===== src/pkg/stall_pkg.sv =====
// Shared constants and types for the core stall and system configuration logic.
package stall_pkg;
    // Special function register word addresses.
    localparam logic [15:0] SYSTEM_CONFIGURATION_ADDR  = 16'hFF0C;
    localparam logic [15:0] MDC_ADDR     = 16'hFF0E;
    localparam logic [15:0] PSW_ADDR     = 16'hFF10;
    localparam logic [15:0] SP_ADDR      = 16'hFF12;
    localparam logic [15:0] SYSTEM_CONFIGURATION_MASK  = 16'h7FFF;
    localparam logic [15:0] SYSTEM_CONFIGURATION_RESET = 16'h0000;
    localparam logic [15:0] CORE_RESET   = 16'h0000;
    localparam logic [15:0] ZERO_WORD    = 16'h0000;
    localparam logic [7:0]  ZERO_BYTE    = 8'h00;

    // Core registers that hardware may also update, indexed 0 to 2.
    localparam int unsigned NUM_CORE = 3;
    localparam logic [2:0][15:0] CORE_ADDRS = {SP_ADDR, PSW_ADDR, MDC_ADDR};

    // Configuration register field positions.
    localparam int unsigned STACK_SIZE_SELECT_LSB  = 13;
    localparam int unsigned READY_INPUT_ENABLE_BIT  = 12;
    localparam int unsigned SEGMENTATION_DISABLE_BIT = 11;
    localparam int unsigned EXTERNAL_BUS_ACTIVE_BIT = 10;
    localparam int unsigned BYTE_HIGH_DISABLE_BIT = 9;
    localparam int unsigned CLOCK_OUTPUT_ENABLE_BIT  = 8;
    localparam int unsigned BUS_TYPE_SELECT_LSB   = 6;
    localparam int unsigned TRISTATE_TIME_CONTROL_BIT   = 5;
    localparam int unsigned READ_WRITE_DELAY_CONTROL_BIT   = 4;
    localparam int unsigned MEMORY_CYCLE_TIME_CONTROL_LSB   = 0;

    // Bus type encodings.
    localparam logic [1:0] BUS_TYPE_SELECT_8_NONMUX  = 2'h0;
    localparam logic [1:0] BUS_TYPE_SELECT_8_MUX     = 2'h1;
    localparam logic [1:0] BUS_TYPE_SELECT_16_MUX    = 2'h2;
    localparam logic [1:0] BUS_TYPE_SELECT_16_NONMUX = 2'h3;

    // Costs in states, and access counts.
    localparam logic [4:0] SFR_HAZ_STATES  = 5'h01;
    localparam logic [4:0] PSW_HAZ_STATES  = 5'h02;
    localparam logic [4:0] SP_HAZ_STATES   = 5'h02;
    localparam logic [4:0] BR_HAZ_STATES   = 5'h01;
    localparam logic [4:0] JUMP_STATES     = 5'h04;
    localparam logic [4:0] CACHE_STATES    = 5'h02;
    localparam logic [4:0] MISALIGN_STATES = 5'h02;
    localparam logic [4:0] ACT_BASE_NONMUX = 5'h02;
    localparam logic [4:0] ACT_BASE_MUX    = 5'h03;
    localparam logic [4:0] MEMORY_CYCLE_TIME_CONTROL_MAX        = 5'h0F;
    localparam logic [4:0] TRISTATE_TIME_CONTROL_MAX        = 5'h01;
    localparam logic [1:0] ONE_ACT         = 2'h1;
    localparam logic [1:0] TWO_ACT         = 2'h2;

    // One state is two oscillator periods.
    localparam int unsigned OSC_PERIOD_NS = 100;
    localparam int unsigned STATE_NS      = 2 * OSC_PERIOD_NS;
    localparam int unsigned STATE_CYCLES  = STATE_NS / OSC_PERIOD_NS;

    typedef enum logic [1:0] {
        ST_IDLE = 2'b00,
        ST_INT  = 2'b01,
        ST_ACC  = 2'b10,
        ST_DONE = 2'b11
    } stall_state_t;
endpackage


===== src/logic/cpu_stall_unit.sv =====
// Pipeline interlock, extra-state timing and system configuration registers.
`timescale 1ns/10ps
`default_nettype none
module cpu_stall_unit (
    input  wire logic        MCLK,
    input  wire logic        NRST,
    input  wire logic        ISSUE,
    input  wire logic        I_SFR_RD,
    input  wire logic        I_SFR_WR,
    input  wire logic        I_PSW_RD,
    input  wire logic        I_PSW_WR,
    input  wire logic        I_FLAGS_UPD,
    input  wire logic        I_SP_WR,
    input  wire logic        I_SP_STEP,
    input  wire logic        I_COND_BRANCH,
    input  wire logic        I_EXT_RD,
    input  wire logic        I_EXT_WR,
    input  wire logic        I_WORD,
    input  wire logic        I_JUMP,
    input  wire logic        I_CACHE_JUMP,
    input  wire logic        I_TARGET_DW,
    input  wire logic        I_NEXT_DW,
    input  wire logic [3:0]  I_TARGET_ADDR,
    input  wire logic [3:0]  I_NEXT_ADDR,
    input  wire logic [15:0] SFR_ADDR,
    input  wire logic        SFR_WR,
    input  wire logic        SFR_RD,
    input  wire logic        SFR_BYTE,
    input  wire logic [15:0] SFR_WDATA,
    input  wire logic        HW_PSW_WE,
    input  wire logic [15:0] HW_PSW_VAL,
    input  wire logic        HW_SP_WE,
    input  wire logic [15:0] HW_SP_VAL,
    input  wire logic        HW_MDC_WE,
    input  wire logic [15:0] HW_MDC_VAL,
    input  wire logic        STRAP_BUS_ACTIVE,
    input  wire logic [1:0]  STRAP_BUS_TYPE,
    output logic             ISSUE_READY,
    output logic             INSTR_DONE,
    output logic [4:0]       EXTRA_STATES,
    output logic             EXT_BUSY,
    output logic [15:0]      SFR_RDATA,
    output logic [15:0]      PSW_VALUE,
    output logic [15:0]      SP_VALUE,
    output logic [15:0]      MDC_VALUE,
    output logic [1:0]       STACK_SIZE_SEL,
    output logic             READY_INPUT_EN,
    output logic             SEGMENT_ADDR_EN,
    output logic             BYTE_HIGH_EN,
    output logic             SYS_CLOCK_OUT,
    output logic             SYS_CLOCK_OE,
    output logic [1:0]       BUS_TYPE,
    output logic             BUS_ACTIVE,
    output logic             TRISTATE_CTRL,
    output logic             RW_DELAY_CTRL,
    output logic [3:0]       MEM_CYCLE_CTRL
);
    typedef struct packed {
        stall_pkg::stall_state_t state;
        logic [4:0]              ctr;
        logic [4:0]              extra;
        logic [1:0]              act_rd;
        logic [1:0]              act_wr;
        logic                    start;
        logic                    prev_sfr_wr;
        logic                    prev_flags;
        logic                    prev_sp_wr;
        logic                    prev_psw_wr;
        logic [15:0]             system_configuration;
        logic [2:0][15:0]        core;
        logic [15:0]             rdata;
        logic [2:0]              sync1;
        logic [2:0]              sync2;
        logic [2:0]              sync3;
        logic                    strapped;
        logic [1:0]              settle;
        logic                    clk_out;
    } unit_t;

    unit_t unit_reg;
    unit_t unit_next;

    logic             tick;
    logic             phase;
    logic             timer_busy;
    logic             accept;
    logic             bus8;
    logic             muxed;
    logic [15:0]      waddr;
    logic [15:0]      wval;
    logic [4:0]       extra;
    logic [1:0]       n_act;
    logic [2:0]       hw_we;
    logic [2:0][15:0] hw_val;
    logic [2:0][15:0] core_next;

    state_divider u_div (
        .clk   (MCLK),
        .nrst  (NRST),
        .tick  (tick),
        .phase (phase)
    );

    ext_access_timer u_tmr (
        .clk   (MCLK),
        .nrst  (NRST),
        .tick  (tick),
        .start (unit_reg.start),
        .memory_cycle_time_control  (unit_reg.system_configuration[stall_pkg::MEMORY_CYCLE_TIME_CONTROL_LSB +: 4]),
        .tristate_time_control  (unit_reg.system_configuration[stall_pkg::TRISTATE_TIME_CONTROL_BIT]),
        .muxed (muxed),
        .busy  (timer_busy)
    );

    assign accept = ISSUE && ISSUE_READY;
    assign bus8   = (BUS_TYPE == stall_pkg::BUS_TYPE_SELECT_8_NONMUX) || (BUS_TYPE == stall_pkg::BUS_TYPE_SELECT_8_MUX);
    assign muxed  = (BUS_TYPE == stall_pkg::BUS_TYPE_SELECT_8_MUX) || (BUS_TYPE == stall_pkg::BUS_TYPE_SELECT_16_MUX);
    assign n_act  = (I_WORD && bus8) ? stall_pkg::TWO_ACT : stall_pkg::ONE_ACT;
    assign waddr  = {SFR_ADDR[15:1], 1'b0};

    // Byte writes land in the addressed half and zero the other half.
    always_comb begin
        if (!SFR_BYTE) begin
            wval = SFR_WDATA;
        end else if (SFR_ADDR[0]) begin
            wval = {SFR_WDATA[7:0], stall_pkg::ZERO_BYTE};
        end else begin
            wval = {stall_pkg::ZERO_BYTE, SFR_WDATA[7:0]};
        end
    end

    // Only the previous instruction's flags are held, so a gap clears every hazard.
    always_comb begin
        extra = 5'h00;
        if (I_SFR_RD && unit_reg.prev_sfr_wr) begin
            extra = extra + stall_pkg::SFR_HAZ_STATES;
        end
        if (I_PSW_RD && unit_reg.prev_flags) begin
            extra = extra + stall_pkg::PSW_HAZ_STATES;
        end
        if (I_SP_STEP && unit_reg.prev_sp_wr) begin
            extra = extra + stall_pkg::SP_HAZ_STATES;
        end
        if (I_COND_BRANCH && unit_reg.prev_psw_wr) begin
            extra = extra + stall_pkg::BR_HAZ_STATES;
        end
        if (I_JUMP) begin
            extra = extra + stall_pkg::JUMP_STATES;
            if (I_TARGET_DW && I_TARGET_ADDR[1]) begin
                extra = extra + stall_pkg::MISALIGN_STATES;
            end
        end else if (I_CACHE_JUMP) begin
            extra = extra + stall_pkg::CACHE_STATES;
            if (I_TARGET_DW && I_TARGET_ADDR[1] && I_NEXT_DW && I_NEXT_ADDR[1]) begin
                extra = extra + stall_pkg::MISALIGN_STATES;
            end
        end
    end

    assign hw_we  = {HW_SP_WE, HW_PSW_WE, HW_MDC_WE};
    assign hw_val = {HW_SP_VAL, HW_PSW_VAL, HW_MDC_VAL};

    genvar gi;
    generate
        for (gi = 0; gi < stall_pkg::NUM_CORE; gi = gi + 1) begin : g_core
            always_comb begin
                if (SFR_WR && waddr == stall_pkg::CORE_ADDRS[gi]) begin
                    core_next[gi] = wval;
                end else if (hw_we[gi]) begin
                    core_next[gi] = hw_val[gi];
                end else begin
                    core_next[gi] = unit_reg.core[gi];
                end
            end
        end
    endgenerate

    always_comb begin
        unit_next = unit_reg;
        unit_next.start = 1'b0;
        unit_next.core = core_next;
        unit_next.sync1 = {STRAP_BUS_ACTIVE, STRAP_BUS_TYPE};
        unit_next.sync2 = unit_reg.sync1;
        unit_next.sync3 = unit_reg.sync2;
        unit_next.clk_out = unit_reg.system_configuration[stall_pkg::CLOCK_OUTPUT_ENABLE_BIT] && !phase;

        // Straps load the bus fields once, after they settle past reset.
        // The stages all read zero right after reset, so agreement only counts
        // once the pins have had time to reach the third stage.
        if (!(&unit_reg.settle)) begin
            unit_next.settle = unit_reg.settle + 2'h1;
        end
        if (!unit_reg.strapped && (&unit_reg.settle) && unit_reg.sync2 == unit_reg.sync3) begin
            unit_next.strapped = 1'b1;
            unit_next.system_configuration[stall_pkg::EXTERNAL_BUS_ACTIVE_BIT] = unit_reg.sync3[2];
            unit_next.system_configuration[stall_pkg::BUS_TYPE_SELECT_LSB +: 2] = unit_reg.sync3[1:0];
        end
        if (SFR_WR && waddr == stall_pkg::SYSTEM_CONFIGURATION_ADDR) begin
            unit_next.system_configuration = wval & stall_pkg::SYSTEM_CONFIGURATION_MASK;
        end

        if (SFR_RD) begin
            if (waddr == stall_pkg::SYSTEM_CONFIGURATION_ADDR) begin
                unit_next.rdata = unit_reg.system_configuration & stall_pkg::SYSTEM_CONFIGURATION_MASK;
            end else if (waddr == stall_pkg::MDC_ADDR) begin
                unit_next.rdata = unit_reg.core[0];
            end else if (waddr == stall_pkg::PSW_ADDR) begin
                unit_next.rdata = unit_reg.core[1];
            end else if (waddr == stall_pkg::SP_ADDR) begin
                unit_next.rdata = unit_reg.core[2];
            end else begin
                unit_next.rdata = stall_pkg::ZERO_WORD;
            end
        end

        case (unit_reg.state)
            stall_pkg::ST_IDLE: begin
                if (ISSUE) begin
                    unit_next.prev_sfr_wr = I_SFR_WR;
                    unit_next.prev_flags = I_FLAGS_UPD;
                    unit_next.prev_sp_wr = I_SP_WR;
                    unit_next.prev_psw_wr = I_PSW_WR;
                    unit_next.extra = extra;
                    unit_next.ctr = extra;
                    unit_next.act_rd = I_EXT_RD ? n_act : 2'h0;
                    unit_next.act_wr = I_EXT_WR ? n_act : 2'h0;
                    unit_next.state = (extra != 5'h00) ? stall_pkg::ST_INT : stall_pkg::ST_ACC;
                end
            end
            stall_pkg::ST_INT: begin
                if (tick) begin
                    unit_next.ctr = unit_reg.ctr - 5'h01;
                    if (unit_reg.ctr == 5'h01) begin
                        unit_next.state = stall_pkg::ST_ACC;
                    end
                end
            end
            stall_pkg::ST_ACC: begin
                // A read waits for its data; the last write is left to run alone.
                if (!timer_busy) begin
                    if (unit_reg.act_rd != 2'h0) begin
                        unit_next.start = 1'b1;
                        unit_next.act_rd = unit_reg.act_rd - 2'h1;
                    end else if (unit_reg.act_wr != 2'h0) begin
                        unit_next.start = 1'b1;
                        unit_next.act_wr = unit_reg.act_wr - 2'h1;
                        if (unit_reg.act_wr == 2'h1) begin
                            unit_next.state = stall_pkg::ST_DONE;
                        end
                    end else begin
                        unit_next.state = stall_pkg::ST_DONE;
                    end
                end
            end
            stall_pkg::ST_DONE: begin
                unit_next.state = stall_pkg::ST_IDLE;
            end
            default: begin
                unit_next.state = stall_pkg::ST_IDLE;
            end
        endcase
    end

    always_ff @(posedge MCLK) begin
        if (!NRST) begin
            unit_reg <= '0;
            unit_reg.system_configuration <= stall_pkg::SYSTEM_CONFIGURATION_RESET;
            unit_reg.core <= {stall_pkg::CORE_RESET, stall_pkg::CORE_RESET, stall_pkg::CORE_RESET};
        end else begin
            unit_reg <= unit_next;
        end
    end

    assign ISSUE_READY     = (unit_reg.state == stall_pkg::ST_IDLE);
    assign INSTR_DONE      = (unit_reg.state == stall_pkg::ST_DONE);
    assign EXTRA_STATES    = unit_reg.extra;
    assign EXT_BUSY        = timer_busy;
    assign SFR_RDATA       = unit_reg.rdata;
    assign MDC_VALUE       = unit_reg.core[0];
    assign PSW_VALUE       = unit_reg.core[1];
    assign SP_VALUE        = unit_reg.core[2];
    assign STACK_SIZE_SEL  = unit_reg.system_configuration[stall_pkg::STACK_SIZE_SELECT_LSB +: 2];
    assign READY_INPUT_EN  = unit_reg.system_configuration[stall_pkg::READY_INPUT_ENABLE_BIT];
    assign SEGMENT_ADDR_EN = !unit_reg.system_configuration[stall_pkg::SEGMENTATION_DISABLE_BIT];
    assign BYTE_HIGH_EN    = !unit_reg.system_configuration[stall_pkg::BYTE_HIGH_DISABLE_BIT];
    assign SYS_CLOCK_OUT   = unit_reg.clk_out;
    assign SYS_CLOCK_OE    = unit_reg.system_configuration[stall_pkg::CLOCK_OUTPUT_ENABLE_BIT];
    assign BUS_TYPE        = unit_reg.system_configuration[stall_pkg::BUS_TYPE_SELECT_LSB +: 2];
    assign BUS_ACTIVE      = unit_reg.system_configuration[stall_pkg::EXTERNAL_BUS_ACTIVE_BIT];
    assign TRISTATE_CTRL   = unit_reg.system_configuration[stall_pkg::TRISTATE_TIME_CONTROL_BIT];
    assign RW_DELAY_CTRL   = unit_reg.system_configuration[stall_pkg::READ_WRITE_DELAY_CONTROL_BIT];
    assign MEM_CYCLE_CTRL  = unit_reg.system_configuration[stall_pkg::MEMORY_CYCLE_TIME_CONTROL_LSB +: 4];

    // Helper term for the checks: an instruction with no conditional branch, jump or cache jump cost.
    logic no_br_jmp;
    assign no_br_jmp = !I_COND_BRANCH && !I_JUMP && !I_CACHE_JUMP;
endmodule
`default_nettype wire


===== src/logic/state_divider.sv =====
// State-rate enable generator: one tick per state.
`timescale 1ns/10ps
`default_nettype none
module state_divider (
    input  wire logic clk,
    input  wire logic nrst,
    output logic      tick,
    output logic      phase
);
    typedef struct packed {
        logic phase;
    } div_t;

    div_t div_reg;
    div_t div_next;

    always_comb begin
        div_next = div_reg;
        div_next.phase = (32'(div_reg.phase) == stall_pkg::STATE_CYCLES - 1) ? 1'b0 : 1'b1;
    end

    always_ff @(posedge clk) begin
        if (!nrst) begin
            div_reg <= '0;
        end else begin
            div_reg <= div_next;
        end
    end

    assign tick  = (32'(div_reg.phase) == stall_pkg::STATE_CYCLES - 1);
    assign phase = div_reg.phase;
endmodule
`default_nettype wire


===== src/logic/ext_access_timer.sv =====
// Counts out one external access cycle in states.
`timescale 1ns/10ps
`default_nettype none
module ext_access_timer (
    input  wire logic       clk,
    input  wire logic       nrst,
    input  wire logic       tick,
    input  wire logic       start,
    input  wire logic [3:0] memory_cycle_time_control,
    input  wire logic       tristate_time_control,
    input  wire logic       muxed,
    output logic            busy
);
    typedef struct packed {
        logic [4:0] cnt;
    } tmr_t;

    tmr_t tmr_reg;
    tmr_t tmr_next;
    logic [4:0] length;

    // Base states, plus the programmed wait states and tri-state extension.
    assign length = (muxed ? stall_pkg::ACT_BASE_MUX : stall_pkg::ACT_BASE_NONMUX)
                  + (stall_pkg::MEMORY_CYCLE_TIME_CONTROL_MAX - {1'b0, memory_cycle_time_control})
                  + (stall_pkg::TRISTATE_TIME_CONTROL_MAX - {4'h0, tristate_time_control});

    always_comb begin
        tmr_next = tmr_reg;
        if (start) begin
            tmr_next.cnt = length;
        end else if (tick && tmr_reg.cnt != 5'h00) begin
            tmr_next.cnt = tmr_reg.cnt - 5'h01;
        end
    end

    always_ff @(posedge clk) begin
        if (!nrst) begin
            tmr_reg <= '0;
        end else begin
            tmr_reg <= tmr_next;
        end
    end

    // Busy already in the cycle of the start so that no second access can slip in.
    assign busy = start || (tmr_reg.cnt != 5'h00);
endmodule
`default_nettype wire


===== config.mk =====
export PLATFORM = sky130hd
export DESIGN_NAME = cpu_stall_unit
export DESIGN_NICKNAME = d
export VERILOG_FILES = /design/src/pkg/stall_pkg.sv /design/src/logic/cpu_stall_unit.sv /design/src/logic/state_divider.sv /design/src/logic/ext_access_timer.sv
export SDC_FILE = /design/constraint.sdc
export NUM_CORES = 1
export LEC_CHECK = 0
export BUFFER_PORTS_ARGS = -buffer_cell sky130_fd_sc_hd__buf_2
export CAP_MARGIN = 30
export CORE_ASPECT_RATIO = 0.75
export CORE_UTILIZATION = 43
export CTS_BUF_LIST = sky130_fd_sc_hd__clkbuf_16
export DETAILED_ROUTE_END_ITERATION = 8
export PLACE_DENSITY = 0.69
export RECOVER_POWER = 100
export SYNTH_ARGS = -nofsm -noshare
export SYNTH_HDL_FRONTEND = slang
export SYNTH_SLANG_ARGS = --single-unit

===== constraint.sdc =====
create_clock -name MCLK -period 3.6 [get_ports MCLK]
set_input_delay 0.72 -clock MCLK [delete_from_list [all_inputs] [get_ports MCLK]]
set_output_delay 0.72 -clock MCLK [all_outputs]
set_load 0.02 [all_outputs]

After elaboration in Yosys (flattened, before gate mapping) --
Index checks and enable logic that the tools add are counted.
Storage, ports and cells: flip-flop bits (word level) 119, output and inout bits 88, word-level logic and storage cells 151
Operators by class: equal/unequal tests 20, add/subtract/negate cells 16, mux-type cells 46, reductions and logical operators 43, bitwise gates (word level) 2
Operator list (count):
- 16-bit two-way mux | 13
- 15-bit == test, second input constant | 4
- 5-bit two-way mux | 10
- 5-bit by 2-bit adder with 5-bit output, second input constant | 5
- 2-bit two-way mux | 12
- 2-bit nonzero test | 9
- 1-bit logical AND | 16
- 2-bit != test, second input constant | 6
- 11-bit two-way mux | 1
- 5-bit adder | 2
- 5-bit one-hot mux with 2 select lines | 1
- 5-bit nonzero test | 2
- 5-bit by 1-bit subtractor with 5-bit output, second input constant | 2
- 2-bit one-hot mux with 4 select lines | 1
- 4-bit one-hot mux with 2 select lines | 1
- 7-bit two-way mux | 1
- 2-bit by 1-bit == test with 1-bit output, second input constant | 3
- 2-bit == test, second input constant | 3
- 6-bit AND reduction | 1
- 5-bit by 1-bit adder with 5-bit output, second input constant | 1
- 5-bit by 3-bit adder with 5-bit output, second input constant | 1
- 5-bit by 1-bit == test with 1-bit output, second input constant | 1
- 1-bit two-way mux | 5
- 5-bit AND reduction | 1
- 16 further kinds | 25

Longest topological paths before layout --
depth after elaboration 17, depth in mapped cells 10

Cells and area by module --
Synthesis repeated with hierarchy kept, for this count alone.
Unflattened totals: cell total of the unflattened synthesis 846, area total of the unflattened synthesis 6877.8 um2
By module, submodules not included:
- cpu_stall_unit | area an instance 6449.9 um2, instances 1, cells each 802
- ext_access_timer | area an instance 386.6 um2, instances 1, cells each 41
- state_divider | area an instance 41.3 um2, instances 1, cells each 3

Worst setup path before layout --
No wires, ideal clock.
path type input to register, from input I_SFR_RD, to register unit_reg[113] (netlist bit), library setup time 74 ps, stages on the path 8, setup slack 682 ps, arrival time 2844 ps, required time 3526 ps, cells stage by stage and4_1 maj3_1 ha_1 mux2_2 a22oi_1 nand2_1 or4_1 a31oi_1
On the way: word-level cells in the longest chain between the ends 17, elaborated cells on any way between the ends 20, those cells by class 7 x add/sub; 11 x mux; 2 x reduce/logical
RTL lines:
- start, declared | RTL line cpu_stall_unit.sv:8 | input wire logic I_SFR_RD,
- 1-bit logical AND (*) | RTL line cpu_stall_unit.sv:135 | if (I_SFR_RD && unit_reg.prev_sfr_wr) begin
- 1-bit two-way mux (*) | RTL line cpu_stall_unit.sv:135
- 5-bit by 2-bit adder with 5-bit output | RTL line cpu_stall_unit.sv:139 | extra = extra + stall_pkg::PSW_HAZ_STATES;
- 5-bit two-way mux (*) | RTL line cpu_stall_unit.sv:138 | if (I_PSW_RD && unit_reg.prev_flags) begin
- 5-bit by 2-bit adder with 5-bit output | RTL line cpu_stall_unit.sv:142 | extra = extra + stall_pkg::SP_HAZ_STATES;
- 5-bit two-way mux (*) | RTL line cpu_stall_unit.sv:141 | if (I_SP_STEP && unit_reg.prev_sp_wr) begin
- 5-bit by 1-bit adder with 5-bit output | RTL line cpu_stall_unit.sv:145 | extra = extra + stall_pkg::BR_HAZ_STATES;
- 5-bit two-way mux (*) | RTL line cpu_stall_unit.sv:144 | if (I_COND_BRANCH && unit_reg.prev_psw_wr) begin
- 5-bit by 2-bit adder with 5-bit output | RTL line cpu_stall_unit.sv:153 | extra = extra + stall_pkg::CACHE_STATES;
- 5-bit by 2-bit adder with 5-bit output | RTL line cpu_stall_unit.sv:155 | extra = extra + stall_pkg::MISALIGN_STATES;
- 5-bit two-way mux | RTL line cpu_stall_unit.sv:154 | if (I_TARGET_DW && I_TARGET_ADDR[1] && I_NEXT_DW && I_NEXT_ADDR[1]) begin
- 5-bit two-way mux | RTL line cpu_stall_unit.sv:152 | end else if (I_CACHE_JUMP) begin
- 5-bit two-way mux (*) | RTL line cpu_stall_unit.sv:147 | if (I_JUMP) begin
- 5-bit nonzero test (*) | RTL line cpu_stall_unit.sv:227 | unit_next.state = (extra != 5'h00) ? stall_pkg::ST_INT : stall_pkg::ST_ACC;
- 2-bit two-way mux (*) | RTL line cpu_stall_unit.sv:227
- 16-bit two-way mux (*) | RTL line cpu_stall_unit.sv:218 | if (ISSUE) begin
- 2-bit one-hot mux with 4 select lines (*) | RTL line cpu_stall_unit.sv:216 | case (unit_reg.state)
- end signal, assigned | RTL line cpu_stall_unit.sv:270 | unit_reg <= unit_next;
- end, declared | RTL line cpu_stall_unit.sv:80 | unit_t unit_reg;
Mark *: on every way between the ends. The rest lies on a longest branch, timed or not. The select of a mux whose other input is x is not followed. A chain may end at the register's enable or synchronous reset.

Worst setup path in the final report --
from input SFR_ADDR[6], to register unit_reg (netlist bit SFR_RDATA[0])
On the way: word-level cells in the longest chain between the ends 5, elaborated cells on any way between the ends 8, those cells by class 4 x eq/ne; 4 x mux
RTL lines:
- start, declared | RTL line cpu_stall_unit.sv:25 | input wire logic [15:0] SFR_ADDR,
- 15-bit == test | RTL line cpu_stall_unit.sv:209 | end else if (waddr == stall_pkg::SP_ADDR) begin
- 16-bit two-way mux | RTL line cpu_stall_unit.sv:209
- 16-bit two-way mux | RTL line cpu_stall_unit.sv:207 | end else if (waddr == stall_pkg::PSW_ADDR) begin
- 16-bit two-way mux | RTL line cpu_stall_unit.sv:205 | end else if (waddr == stall_pkg::MDC_ADDR) begin
- 16-bit two-way mux (*) | RTL line cpu_stall_unit.sv:203 | if (waddr == stall_pkg::SYSTEM_CONFIGURATION_ADDR) begin
Mark *: on every way between the ends. The rest lies on a longest branch, timed or not.

==> out/results.tsv <==
metric	value	unit
gpl congestion	0.8168	
startpoint class of the critical path	input pin	
failing checks	max-capacitance violations, max-slew violations	
unique cell type count in the Yosys netlist	63	
met2 WL	7.527	mm
Longest Clk Path Bufs	2	
leak pwr	2.895	nW
Mapped Cells	793	
first-pass GRT wire length	27.63	mm
vias in the first global route	5317	
Slew Limit Headroom	-0.07507	
clk_skew	0.01014	ns
Hold Vio Cnt, Final	0	
Power, Total	4.193	mW
VDD IR-drop max	376.6	µV
EDFF count, synth	0	
Max Cap Viol	1	
switching share of power	0.2998	
share of cells above drive strength 1	0.1652	
largest net degree at the start of global routing	77	
sequential fraction of the synthesis area	0.3587	
fmax	0.3266	GHz
FF+latch count, synth	119	
Detailed Route Iter0 Violations	435	
IO Port Bufs	196	
Final #Nets	1021	
area grow syn2layout	14.49	%
Antenna Violating Nets Remaining	0	
Worst Hold Class	flip-flop to flip-flop	
Overflow after GRT	0	
core area	0.01479	mm²
Sink Count	119	
Row Count	38	
I/O pins	203	
Clk Tree Root Cell	clkbuf_16	
Place WS	0.3669	ns
die height	109.6	µm
Setup Fix Bufs, Post-CTS	0	
Slowest cell on crit path	clkbuf_1	
max reg flops	24	
worst setup margin	0.5384	ns
Vias per Instance	5.307	
crit path kind	input pin to flip-flop	
drt drc	0	
CTS Buf Count	17	
commonest non-fill, non-tap cell in the layout	dfxtp_1	
placed inst area	0.007146	mm²
CP Cell Sequence	buf_2 -> or4b_4 -> nor4_4 -> clkbuf_1 -> a21oi_1 -> nor2_1 -> a221oi_1 -> o21ai_0	
design area	0.007604	mm²
CP endpoint kind	flip-flop	
H-tree depth	4	
WL met3	1.219	mm
fin crit share	0.8504	
Post-Syn Area	0.006641	mm²
ant diodes	0	
Mean Syn Cell Area	8.375	µm²
DP Cell Count	1070	
Crit path arrival time	3.38	ns
dominant synthesized flop cell	dfxtp_1	
setup TNS	0	ns
Total Routing Usage GR	0.2225	
RSZ-0062 raised after global routing	no	
PwrDens	551.5	mW/mm²
# resized after CTS	0	
Psw	1.257	mW
Initial Utilization	0.4491	
Post-synth ARST share	0	
Total Wirelength	17.78	mm
Slew Limit Fails	77	
worst-path fanout max	31	
top sig layer	met4	
CTS tree	yes	
crit-path max cell delay	0.98	ns
commonest non-fill, non-tap cells in the layout	dfxtp_1 (119), a211oi_1 (112), buf_2 (107)	
Clock Power Share	0.413	
sequential share of power	0.366	
Worst-path clk slew	0.05	ns
Cell Count, Final, Fillers Out	1102	
hold buffer count at CTS	0	
outcome	finished, violations left	
DP Wirelength	13.26	mm
final setup violating endpoints	0	
initial antenna violation count	0	
first drt pass iteration count	5	
die extent in x	145.5	µm
Final min period	3.062	ns
die area	0.01595	mm²
Syn. warnings	0	
P_int	2.936	mW
Comb power frac	0.221	
Critical Path RT	3.92	ns
routed vias	5848	
Metal-1 WL	8.918	mm
clock latency on the worst-skew pair	0.41	ns
DR WL/cell	16.14	µm
Least-Margin Pin Slew	1.613	ns
## worst paths after layout
check,start,endpoint,slack (ns),depth (start not counted)
max,SFR_ADDR[6],SFR_RDATA[0],0.54,8
min,unit_next[8],unit_next[5],0.43,1
max reg2reg,unit_reg[96],unit_reg[113],0.89,8
min reg2reg,unit_next[8],unit_next[5],0.43,1
## synthesized netlist by cell type, types with 3 or more instances
cell type	instances	area, µm²
nand3_1	6	30.03
a211oi_2	3	37.54
inv_1	24	90.09
nor2_1	64	240.2
a21oi_1	49	245.2
buf_4	80	600.6
o21ai_0	42	210.2
and2_1	15	93.84
nand2b_1	6	37.54
a211oi_1	109	818.3
nor2b_1	59	369.1
xor2_1	6	52.55
ha_1	16	200.2
o21a_1	3	22.52
o21ai_1	4	20.02
xnor2_1	6	52.55
nand3b_1	18	135.1
a221oi_1	15	131.4
dfxtp_1	119	2382
buf_2	9	45.04
nand2_1	39	146.4
nor3_1	7	35.03
a31oi_1	7	43.79
mux2i_1	5	50.05
clkbuf_1	38	142.6
## cells by family (layout without fill, tap and decap cells)
kind of cell | after synthesis | in the layout | synth area share
AOI/OAI and AO/OA | 248 | 248 | 0.2502
and+or+nand+nor | 233 | 233 | 0.1905
buffers and inverters | 155 | 263 | 0.1368
DFF | 119 | 119 | 0.3587
adders and majority gates | 18 | 18 | 0.03466
xor gates and xnor gates | 13 | 13 | 0.01940
muxes | 6 | 6 | 0.009232
other | 1 | 2 | 0.0005646
## metal layers
metal	vias to the layer above	global-route usage
met5	-	0
met4	0	0.06241
met3	15	0.05892
met2	200	0.3283
met1	2673	0.3171
li1	2960	-
## area by class of cell
class	instances	area, µm²
Fill cell	1515	7183
Multi-Input combinational cell	520	3348
Sequential cell	119	2382
Timing Repair Buffer	206	934.6
Clock buffer	17	425.4
Tap cell	200	250.2
Clock inverter	15	168.9
Inverter	25	93.84
## power by group through the flow
stage | Combinational, mW | Clock [mW] | Sequential [mW]
3_3_place_gp | 0.928 | 0 | 1.55
5_1_grt | 1.04 | 1.82 | 1.55
4_1_cts | 0.944 | 1.75 | 1.53
6_report | 0.928 | 1.73 | 1.53
2_1_floorplan | 0.745 | 0 | 1.53
3_5_place_dp | 0.935 | 0 | 1.55
## per-stage QoR
| stage | utilization | hold WS, ns |
|---|---|---|
| floorplan | - | 0.4119 |
| global placement | 0.4832 | 0.4189 |
| detailed placement | 0.4832 | 0.4215 |
| CTS | 0.5234 | 0.4381 |
| global route | 0.5142 | 0.4552 |
| finish | 0.5142 | 0.4323 |
## critical path, delay by kind of cell
family | cells | cell delay, ns
compound gates | 3 | 0.43
simple gates | 3 | 1.15
buf+inv | 2 | 1.08
Power figures use the tool's default switching activity.
